==> src/hw/pbfs_defs.vh <==
// register offsets, field positions and reset values for the port b mux
`ifndef PBFS_DEFS_VH
`define PBFS_DEFS_VH
`define PBFS_OFS_DIR 12'h000
`define PBFS_OFS_FUN_UP 12'h004
`define PBFS_OFS_FUN_LO 12'h008
`define PBFS_OFS_PIN_IN 12'h00C
`define PBFS_DIR_MASK 16'h3FFF
`define PBFS_FUN_UP_MASK 16'h0555
`define PBFS_FUN_LO_MASK 16'h5555
`define PBFS_DIR_RST 16'h0000
`define PBFS_FUN_RST 16'h0000
`define PBFS_PIN_COUNT 14
`endif

==> src/hw/pbfs_apb_slave.v <==
// apb slave front end: decodes a transfer into one-cycle strobes
`timescale 1ns/1ps
module pbfs_apb_slave (
    input wire clk,
    input wire reset,
    input wire psel,
    input wire penable,
    input wire pwrite,
    input wire [11:0] paddr,
    input wire [31:0] pwdata,
    input wire [3:0] pstrb,
    output reg pready,
    output reg [11:0] req_addr,
    output reg [31:0] req_wdata,
    output reg [3:0] req_strb,
    output reg req_wr,
    output reg req_rd
);
    // one wait state: ready follows the first access cycle
    always @(posedge clk) begin
        if (reset) begin
            pready <= 1'b0;
        end else begin
            pready <= psel & penable & ~pready;
        end
    end

    // strobes decoded in the first access cycle itself, so that the write
    // lands and the read data is registered at the edge that raises ready
    always @* begin
        req_wr = psel & penable & ~pready & pwrite;
        req_rd = psel & penable & ~pready & ~pwrite;
        req_addr = paddr;
        req_wdata = pwdata;
        req_strb = pstrb;
    end
endmodule // pbfs_apb_slave

==> src/hw/pbfs_port_b_mux.v <==
// port b pin function and direction select with apb registers
//
// Added by the designer: the register offsets and register access over APB.
`include "pbfs_defs.vh"
`timescale 1ns/1ps
module pbfs_port_b_mux #(
    parameter PINS = `PBFS_PIN_COUNT
) (
    input wire clk,
    input wire reset,
    input wire psel,
    input wire penable,
    input wire pwrite,
    input wire [11:0] paddr,
    input wire [31:0] pwdata,
    input wire [3:0] pstrb,
    output reg [31:0] prdata,
    output wire pready,
    output reg pslverr,
    input wire [PINS-1:0] gpio_out,
    output reg [PINS-1:0] gpio_in,
    input wire bus_strobe_out,
    input wire chip_select_3,
    input wire chip_select_4,
    input wire chip_select_5b,
    input wire card_enable_2a,
    input wire chip_select_6b,
    input wire card_enable_2b,
    input wire card_io_write_strobe,
    input wire card_io_read_strobe,
    input wire row_address_strobe,
    input wire column_address_strobe,
    input wire memory_clock_enable,
    output reg io_sixteen_bit_indicator,
    output reg wait_request,
    input wire [PINS-1:0] pin_in,
    output reg [PINS-1:0] pin_out,
    output reg [PINS-1:0] pin_oe
);
    reg [15:0] port_b_direction;
    reg [15:0] port_b_function_upper;
    reg [15:0] port_b_function_lower;
    wire [11:0] req_addr;
    wire [31:0] req_wdata;
    wire [3:0] req_strb;
    wire req_wr;
    wire req_rd;
    wire [PINS-1:0] pin_sync;
    wire [PINS-1:0] fun_sel;
    wire [PINS-1:0] ctl_out;
    wire [PINS-1:0] ctl_is_in;
    wire [PINS-1:0] next_pin_out;
    wire [PINS-1:0] next_pin_oe;
    reg [31:0] next_prdata;
    reg next_pslverr;

    // byte-lane merge of a write into a 16-bit register
    function [15:0] merge16;
        input [15:0] old;
        input [31:0] wd;
        input [3:0] st;
        input [15:0] mask;
        reg [15:0] tmp;
        begin
            tmp = old;
            if (st[0])
                tmp[7:0] = wd[7:0];
            if (st[1])
                tmp[15:8] = wd[15:8];
            merge16 = tmp & mask;
        end
    endfunction

    pbfs_apb_slave u_apb (
        .clk(clk),
        .reset(reset),
        .psel(psel),
        .penable(penable),
        .pwrite(pwrite),
        .paddr(paddr),
        .pwdata(pwdata),
        .pstrb(pstrb),
        .pready(pready),
        .req_addr(req_addr),
        .req_wdata(req_wdata),
        .req_strb(req_strb),
        .req_wr(req_wr),
        .req_rd(req_rd)
    );

    // pins come from outside the clock domain
    pbfs_sync #(
        .WIDTH(PINS)
    ) u_sync (
        .clk(clk),
        .reset(reset),
        .async_in(pin_in),
        .sync_out(pin_sync)
    );

    // register writes; masks keep reserved bits at zero
    always @(posedge clk) begin
        if (reset) begin
            port_b_direction <= `PBFS_DIR_RST;
            port_b_function_upper <= `PBFS_FUN_RST;
            port_b_function_lower <= `PBFS_FUN_RST;
        end else if (req_wr) begin
            case (req_addr)
                `PBFS_OFS_DIR: begin
                    port_b_direction <= merge16(port_b_direction,
                        req_wdata, req_strb, `PBFS_DIR_MASK);
                end
                `PBFS_OFS_FUN_UP: begin
                    port_b_function_upper <= merge16(port_b_function_upper,
                        req_wdata, req_strb, `PBFS_FUN_UP_MASK);
                end
                `PBFS_OFS_FUN_LO: begin
                    port_b_function_lower <= merge16(port_b_function_lower,
                        req_wdata, req_strb, `PBFS_FUN_LO_MASK);
                end
                default: begin
                    port_b_direction <= port_b_direction;
                end
            endcase
        end
    end

    // read mux; unmapped addresses answer with an error and zero data
    always @* begin
        next_prdata = 32'h00000000;
        next_pslverr = 1'b0;
        case (req_addr)
            `PBFS_OFS_DIR: next_prdata = {16'h0000, port_b_direction};
            `PBFS_OFS_FUN_UP: next_prdata = {16'h0000, port_b_function_upper};
            `PBFS_OFS_FUN_LO: next_prdata = {16'h0000, port_b_function_lower};
            `PBFS_OFS_PIN_IN: next_prdata = {18'h00000, gpio_in};
            default: next_pslverr = 1'b1;
        endcase
    end

    // read data registered in the cycle pready rises
    always @(posedge clk) begin
        if (reset) begin
            prdata <= 32'h00000000;
            pslverr <= 1'b0;
        end else if (req_rd | req_wr) begin
            prdata <= req_rd ? next_prdata : 32'h00000000;
            pslverr <= next_pslverr;
        end else begin
            prdata <= 32'h00000000;
            pslverr <= 1'b0;
        end
    end

    // per-pin mode bits; each pin's field sits on an even position
    assign fun_sel[13] = port_b_function_upper[10];
    assign fun_sel[12] = port_b_function_upper[8];
    assign fun_sel[11] = port_b_function_upper[6];
    assign fun_sel[10] = port_b_function_upper[4];
    assign fun_sel[9] = port_b_function_upper[2];
    assign fun_sel[8] = port_b_function_upper[0];
    assign fun_sel[7] = port_b_function_lower[14];
    assign fun_sel[6] = port_b_function_lower[12];
    assign fun_sel[5] = port_b_function_lower[10];
    assign fun_sel[4] = port_b_function_lower[8];
    assign fun_sel[3] = port_b_function_lower[6];
    assign fun_sel[2] = port_b_function_lower[4];
    assign fun_sel[1] = port_b_function_lower[2];
    assign fun_sel[0] = port_b_function_lower[0];

    // controller signal per pin; card enables have pins of their own, pins 1 and 0 drive zero
    assign ctl_out = {bus_strobe_out, chip_select_3, chip_select_4,
        chip_select_5b, card_enable_2a, chip_select_6b, card_enable_2b,
        card_io_write_strobe, card_io_read_strobe, row_address_strobe,
        column_address_strobe, memory_clock_enable, 2'b00};
    // pins 1 and 0 are controller inputs in their alternate mode
    assign ctl_is_in = 14'h0003;

    // alternate mode overrides direction; inputs release the driver
    assign next_pin_oe = (~fun_sel & port_b_direction[PINS-1:0]) |
        (fun_sel & ~ctl_is_in);
    assign next_pin_out = (~fun_sel & gpio_out) | (fun_sel & ctl_out);

    // registered pad drive: one cycle of latency, glitch-free outputs
    always @(posedge clk) begin
        if (reset) begin
            pin_oe <= {PINS{1'b0}};
            pin_out <= {PINS{1'b0}};
            gpio_in <= {PINS{1'b0}};
            io_sixteen_bit_indicator <= 1'b0;
            wait_request <= 1'b0;
        end else begin
            pin_oe <= next_pin_oe;
            pin_out <= next_pin_out;
            gpio_in <= pin_sync;
            // controller inputs idle low when the pin is general i/o
            io_sixteen_bit_indicator <= fun_sel[1] & pin_sync[1];
            wait_request <= fun_sel[0] & pin_sync[0];
        end
    end
endmodule // pbfs_port_b_mux

==> src/hw/pbfs_sync.v <==
// two-stage synchroniser for a bundle of pin inputs
`timescale 1ns/1ps
module pbfs_sync #(
    parameter WIDTH = 14
) (
    input wire clk,
    input wire reset,
    input wire [WIDTH-1:0] async_in,
    output reg [WIDTH-1:0] sync_out
);
    reg [WIDTH-1:0] stage1;

    // first stage feeds only the second
    always @(posedge clk) begin
        if (reset) begin
            stage1 <= {WIDTH{1'b0}};
            sync_out <= {WIDTH{1'b0}};
        end else begin
            stage1 <= async_in;
            sync_out <= stage1;
        end
    end
endmodule // pbfs_sync

==> config.mk <==
export PLATFORM = sky130hd
export DESIGN_NAME = pbfs_port_b_mux
export DESIGN_NICKNAME = d
export VERILOG_FILES = /design/src/hw/pbfs_apb_slave.v /design/src/hw/pbfs_port_b_mux.v /design/src/hw/pbfs_sync.v
export VERILOG_INCLUDE_DIRS = /design/src /design/src/hw
export SDC_FILE = /design/constraint.sdc
export NUM_CORES = 1
export LEC_CHECK = 0
export BUFFER_PORTS_ARGS = -buffer_cell sky130_fd_sc_hd__buf_2
export CAP_MARGIN = 25
export CORE_MARGIN = 2
export CORE_UTILIZATION = 47
export CTS_CLUSTER_SIZE = 30
export DETAILED_ROUTE_END_ITERATION = 8
export PLACE_DENSITY_LB_ADDON = 0.15
export REMOVE_ABC_BUFFERS = 1
export SYNTH_ARGS = -nofsm -noshare
export SYNTH_HDL_FRONTEND = slang
export SYNTH_SLANG_ARGS = --single-unit
==> constraint.sdc <==
create_clock -name clk -period 1.81 [get_ports clk]
set_input_delay 0.2715 -clock clk [delete_from_list [all_inputs] [get_ports clk]]
set_output_delay 0.2715 -clock clk [all_outputs]
set_load 0.01 [all_outputs]
# Word-level counts from Yosys, hierarchy flattened
# Index checks and enable logic that the tools add are counted.
totals:
  output_inout_bits: 78
  regBits: 134
  elab_cells: 48
  inputBits: 93
classes:
  bitwise_logic: 17
  n_eq_ne: 3
  n_reduce_logical: 10
  mux: 2
ops:
  columns: ["op", "n"]
  rows:
  - ["one-hot mux 15 bit (4 select lines)", 1]
  - ["bitwise AND 14 bit", 3]
  - ["OR 14 bit", 2]
  - ["equality test 12 x 4 -> 1 bit (second input constant)", 2]
  - ["AND reduction 3 bit", 6]
  - ["NOT 14 bit", 1]
  - ["equality test 12 x 3 -> 1 bit (second input constant)", 1]
  - ["logical NOT 12 bit", 1]
  - ["bitwise AND 1 bit", 6]
  - ["NOT 1 bit", 4]
  - ["OR reduction 4 bit", 1]
  - ["OR reduction 3 bit", 1]
  - ["OR reduction 2 bit", 1]
  - ["2-to-1 mux 1 bit", 1]
  - ["OR 1 bit", 1]

# Depth between registers and ports, before layout
depth:
  depth_word: 6
  ltp_mapped: 5
  depth_no_buf: 4

# Modules after synthesis
# From an unflattened synthesis, not the netlist that was laid out.
unflattened:
  cells_unflattened: 423
  area_unflattened_um2: 4586.9
modules_own_cells:
  columns: ["module", "cells_each", "seq_area_each_um2", "area_each_um2", "instances"]
  rows:
  - ["pbfs_port_b_mux", 313, 1761.7, 3392.0, 1]
  - ["pbfs_sync", 58, 560.5, 778.2, 1]
  - ["pbfs_apb_slave", 52, 20.0, 416.6, 1]

# Least setup slack after synthesis
# OpenSTA, ideal clock, no wires.
synth_timing:
  path_kind: "input -> register"
  start: "input port paddr[7]"
  end: "register port_b_direction[0]"
  arrival_ns: 1.541
  slack_ns: 0.198
  stages: 4
  required_time_ns: 1.738
  setup_time_ns: 0.072
  path_buffers: 0
  cell_sequence: "nor4_4 -> nand3_4 -> nor4_4 -> mux2i_1"
synth_between:
  elab_chain_cells: 2
synth_rtl:
  columns: ["item", "line_no", "text"]
  rows:
  - ["start: declaration", "pbfs_port_b_mux.v:14", "input wire [11:0] paddr,"]
  - ["logical NOT 12 bit", "pbfs_port_b_mux.v:108", "case (req_addr)"]
  - ["AND reduction 3 bit (no source line)", null, null]
  - ["end signal: assignment", "pbfs_port_b_mux.v:104", "port_b_direction <= `PBFS_DIR_RST;"]
  - ["end signal: assignment", "pbfs_port_b_mux.v:110", "port_b_direction <= merge16(port_b_direction,"]
  - ["end signal: assignment", "pbfs_port_b_mux.v:122", "port_b_direction <= port_b_direction;"]
  - ["end: declaration", "pbfs_port_b_mux.v:40", "reg [15:0] port_b_direction;"]
# No other way between the ends.
# A chain may end at the register's enable or synchronous reset.

# Final worst setup path
layout_timing:
  start: "register u_apb.pready"
  end: "register port_b_direction[6]"
layout_between:
  elab_chain_cells: 4
layout_rtl:
  columns: ["item", "line_no", "text"]
  rows:
  - ["start: declaration", "pbfs_apb_slave.v:12", "output reg pready,"]
  - ["start signal: assignment", "pbfs_apb_slave.v:24", "pready <= psel & penable & ~pready;"]
  - ["NOT 1 bit", "pbfs_apb_slave.v:31", "req_wr = psel & penable & ~pready & pwrite;"]
  - ["bitwise AND 1 bit (2 in a row)", "pbfs_apb_slave.v:31", null]
  - ["AND reduction 3 bit (no source line)", null, null]
# No other way between the ends.

==> flow_summary_export.csv <==
group,metric,value,unit
run_status,status,"finished clean",
power_and_ir_drop,power_frac_seq,41.8,%
layout,nets,638,
worst_setup_path,critical_path_class,"reg -> reg",
logic_synthesis,yosys-top-cells-area,"dfxtp_1 56%, mux2i_1 9.9%, nor2b_1 7.2%",
power_and_ir_drop,p_clk_share,52.8,%
worst_setup_path,cp_max_fo,4,
layout,ff_latch_area,2340,µm²
clock_tree,cts_tree,"yes",
sta,setup_viol,0,
logic_synthesis,yosysTopAreaCell,"dfxtp_1",
die,initial_core_util,48.0,%
sta,max_freq,693,MHz
worst_setup_path,worstPathArrival,1.86,ns
route,viasPerCell,4.56,
power_and_ir_drop,pwr-share-comb,5.4,%
route,wl_per_cell,13.6,µm
sta,hold_violations,0,
layout,area_delta_synth_final,39.3,%
worst_setup_path,worst_path_max_delay_cell,"dfxtp_1",
clock_tree,cts_max_level,4,
logic_synthesis,synthCells,372,
clock_tree,cts_resized,0,
sta,finalCriticalPeriod,1.44,ns
die,die_w,98.0,µm
route,drc,0,
worst_setup_path,critPathMaxStageDelay,0.32,ns
die,io_pins,171,
global_routing,grt_max_degree,62,
layout,final_cell_count_no_fill,665,
clock_tree,cts-root-buf,"clkbuf_8",
worst_setup_path,startpoint_type,"register",
route,num_vias,3032,
die,fp.coreArea,8640,µm²
sta,tightest_slew,0.556,ns
global_routing,grt_pass1_vias,3061,
clock_tree,cts_buffers,17,
sta,finalCritPeriodShare,79.7,%
global_routing,grt_pass1_wl,14700,µm
global_routing,grt_usage,19.7,%
clock_tree,ctsHoldBuffers,25,
placed_design,dp.cells,608,
sta,final.setup.tns,0,ns
die,die_h,98.0,µm
logic_synthesis,synth_top_area_share,56.5,%
route,detail-route-antenna-nets,0,
logic_synthesis,postSynth.asyncResetShare,0,%
flow_run,cap_violations,0,
logic_synthesis,synth_common_cells,"117 x dfxtp_1, 48 x nor2b_1, 47 x nor2_1, 45 x nand2b_1, 41 x mux2i_1",
logic_synthesis,avgSynthCellArea,11.2,µm²
power_and_ir_drop,p_sw_share,20.0,%
sta,fin_skew,0.00548,ns
sta,relSlewSlack,62.9,%
placed_design,dpl.hpwl,6010,µm
placed_design,io_buffers,134,
die,die-area,9600,µm²
clock_tree,post_cts_buffers,0,
route,drt_iter0_drc,95,
layout,layout-drive-gt1-share,33.6,%
power_and_ir_drop,p_int,5.06,mW
power_and_ir_drop,p_per_area,1100,nW/µm²
power_and_ir_drop,vdd_drop_max,0.873,mV
logic_synthesis,yosys_warnings,0,
logic_synthesis,synth.most_common_cell,"dfxtp_1",
route,drt_wl_total,9070,µm
logic_synthesis,synth-edff-count,0,
logic_synthesis,ys_types,25,
worst_setup_path,critical_path_required,2.23,ns
layout,fill_cells,704,
logic_synthesis,synth-seq-cells,117,
layout,antennaDiodeCount,0,
power_and_ir_drop,switchingPower,1.27,mW
power_and_ir_drop,power_leakage,2.49,nW
route,drtPass1Iterations,4,
layout,multi_input_area,1670,µm²
clock_tree,cts.sinks,117,
clock_tree,clock_latency,0.50,ns
worst_setup_path,worstSetupEndpointType,"register",
die,num_rows,34,
logic_synthesis,netlist_area,4150,µm²
worst_setup_path,path_cells,"and4b_1 > nand2_1 > nor4_4 > buf_4 > mux2i_1",
global_routing,antenna_found_initial,0,
placed_design,place.gp.congestion,0.769,
sta,rsz0062_at_grt,"no",
global_routing,grt-ovfl-total,0,
clock_tree,max-clock-path-buffers,2,
sta,slew_violations,0,
logic_synthesis,yosys_most_used_dff,"dfxtp_1",
min_path,hold_path_class,"in -> reg",
logic_synthesis,ys_seq_area_share,56.5,%
clock_tree,clkSlewWorstSetupHoldPaths,0.05,ns
## worst max-delay path, delay by kind of cell (launching register included)
| kind | cells | cell delay [ns] |
|---|---|---|
| mux | 1 | 0.20 |
| buf+inv | 1 | 0.22 |
| simple gates | 3 | 0.62 |
| flops | 1 | 0.32 |
## layout make-up
class | instances | share of cell area, %
clock buffer | 21 | 7.60
clock inverter | 10 | 2.69
inverter | 1 | 0.0650
multi-input combinational | 237 | 29.0
sequential | 117 | 40.5
tap | 108 | 2.34
timing repair buffer | 171 | 17.8
## placed cells by master, fill, tap and decap left out
cell | Yosys | routed
a21oi_1 | 1 | 1
a22oi_1 | 7 | 7
and2_1 | 4 | 4
and4b_1 | 1 | 1
buf_12 | 0 | 1
buf_2 | 1 | 133
buf_4 | 17 | 11
bufinv_16 | 0 | 4
clkbuf_1 | 14 | 3
clkbuf_16 | 0 | 16
clkbuf_8 | 0 | 2
clkinv_2 | 0 | 4
clkinvlp_4 | 0 | 2
conb_1 | 1 | 17
dfxtp_1 | 117 | 117
dlygate4sd3_1 | 0 | 26
inv_1 | 1 | 1
mux2i_1 | 41 | 41
mux4_2 | 6 | 6
nand2_1 | 2 | 2
nand2b_1 | 45 | 45
nand3_4 | 1 | 1
nand4b_1 | 2 | 2
nor2_1 | 47 | 47
nor2b_1 | 48 | 48
nor3_1 | 2 | 2
nor3_2 | 3 | 3
nor3b_1 | 4 | 4
nor4_1 | 1 | 1
nor4_4 | 4 | 4
nor4bb_1 | 1 | 1
## through the flow
step	power (mW)	area, µm²	setup slack, ns	hold slack (ns)	utilization [%]
CTS	6.39	5770	0.340	0.000633	66.8
finish	6.33	5780	0.367	0.0123	66.9
detailed placement	3.00	4920	0.0359	0.420	57.0
floorplan	2.82	4020	0.198	0.343	-
global route	6.56	5780	0.252	0.00991	66.9
global placement	2.99	4920	0.121	0.417	57.0
## per-layer routing
metal  GRT usage (%)  routed length, µm  part of all wire [%]  vias up
li1                -                  -                     -     1535
met4            6.09                 76                  0.84        0
met3            6.51                622                   6.9        7
met1            24.1               4020                    44     1374
met5               0                  0                     0        -
met2            33.0               4350                    48      116
## power by group through the flow
stage | clock network, mW | registers [mW] | logic, mW
6_report | 3.34 | 2.65 | 0.339
3_3_place_gp | 0 | 2.70 | 0.289
4_1_cts | 3.41 | 2.65 | 0.338
2_1_floorplan | 0 | 2.71 | 0.107
3_5_place_dp | 0 | 2.70 | 0.296
5_1_grt | 3.54 | 2.65 | 0.373
## flip-flops by register name, indices dropped and copies added (netlist names)
name,count
io_sixteen_bit_indicator,1
port_b_function_upper,6
pin_oe,14
pin_out,14
pslverr,1
port_b_function_lower,8
port_b_direction,14
wait_request,1
prdata,15
u_sync.stage1,14
gpio_in,14
u_apb.pready,1
u_sync.sync_out,14
## cell families (layout without fill, tap and decap cells)
group,count (synthesis),after routing,share of synthesized area (%)
multiplexers,47,47,13.1
AND/OR/NAND/NOR,165,165,24.3
AO/OA/AOI/OAI,8,8,1.39
other,1,17,0.0904
buffers and inverters,34,203,4.64
flip-flops,117,117,56.5
## final timing paths
| path | startpoint | endpoint | slack (ns) | depth (start not counted) |
|---|---|---|---|---|
| min | gpio_out[4] | pin_out[4]$_SDFF_PP0_ | 0.01 | 3 |
| max reg2reg | u_apb.pready$_SDFF_PP0_ | port_b_direction[6]$_SDFFE_PP0P_ | 0.37 | 5 |
| max | u_apb.pready$_SDFF_PP0_ | port_b_direction[6]$_SDFFE_PP0P_ | 0.37 | 5 |
| min reg2reg | u_sync.stage1[6]$_SDFF_PP0_ | u_sync.sync_out[6]$_SDFF_PP0_ | 0.43 | 1 |
(Power assumes the default switching activity.)
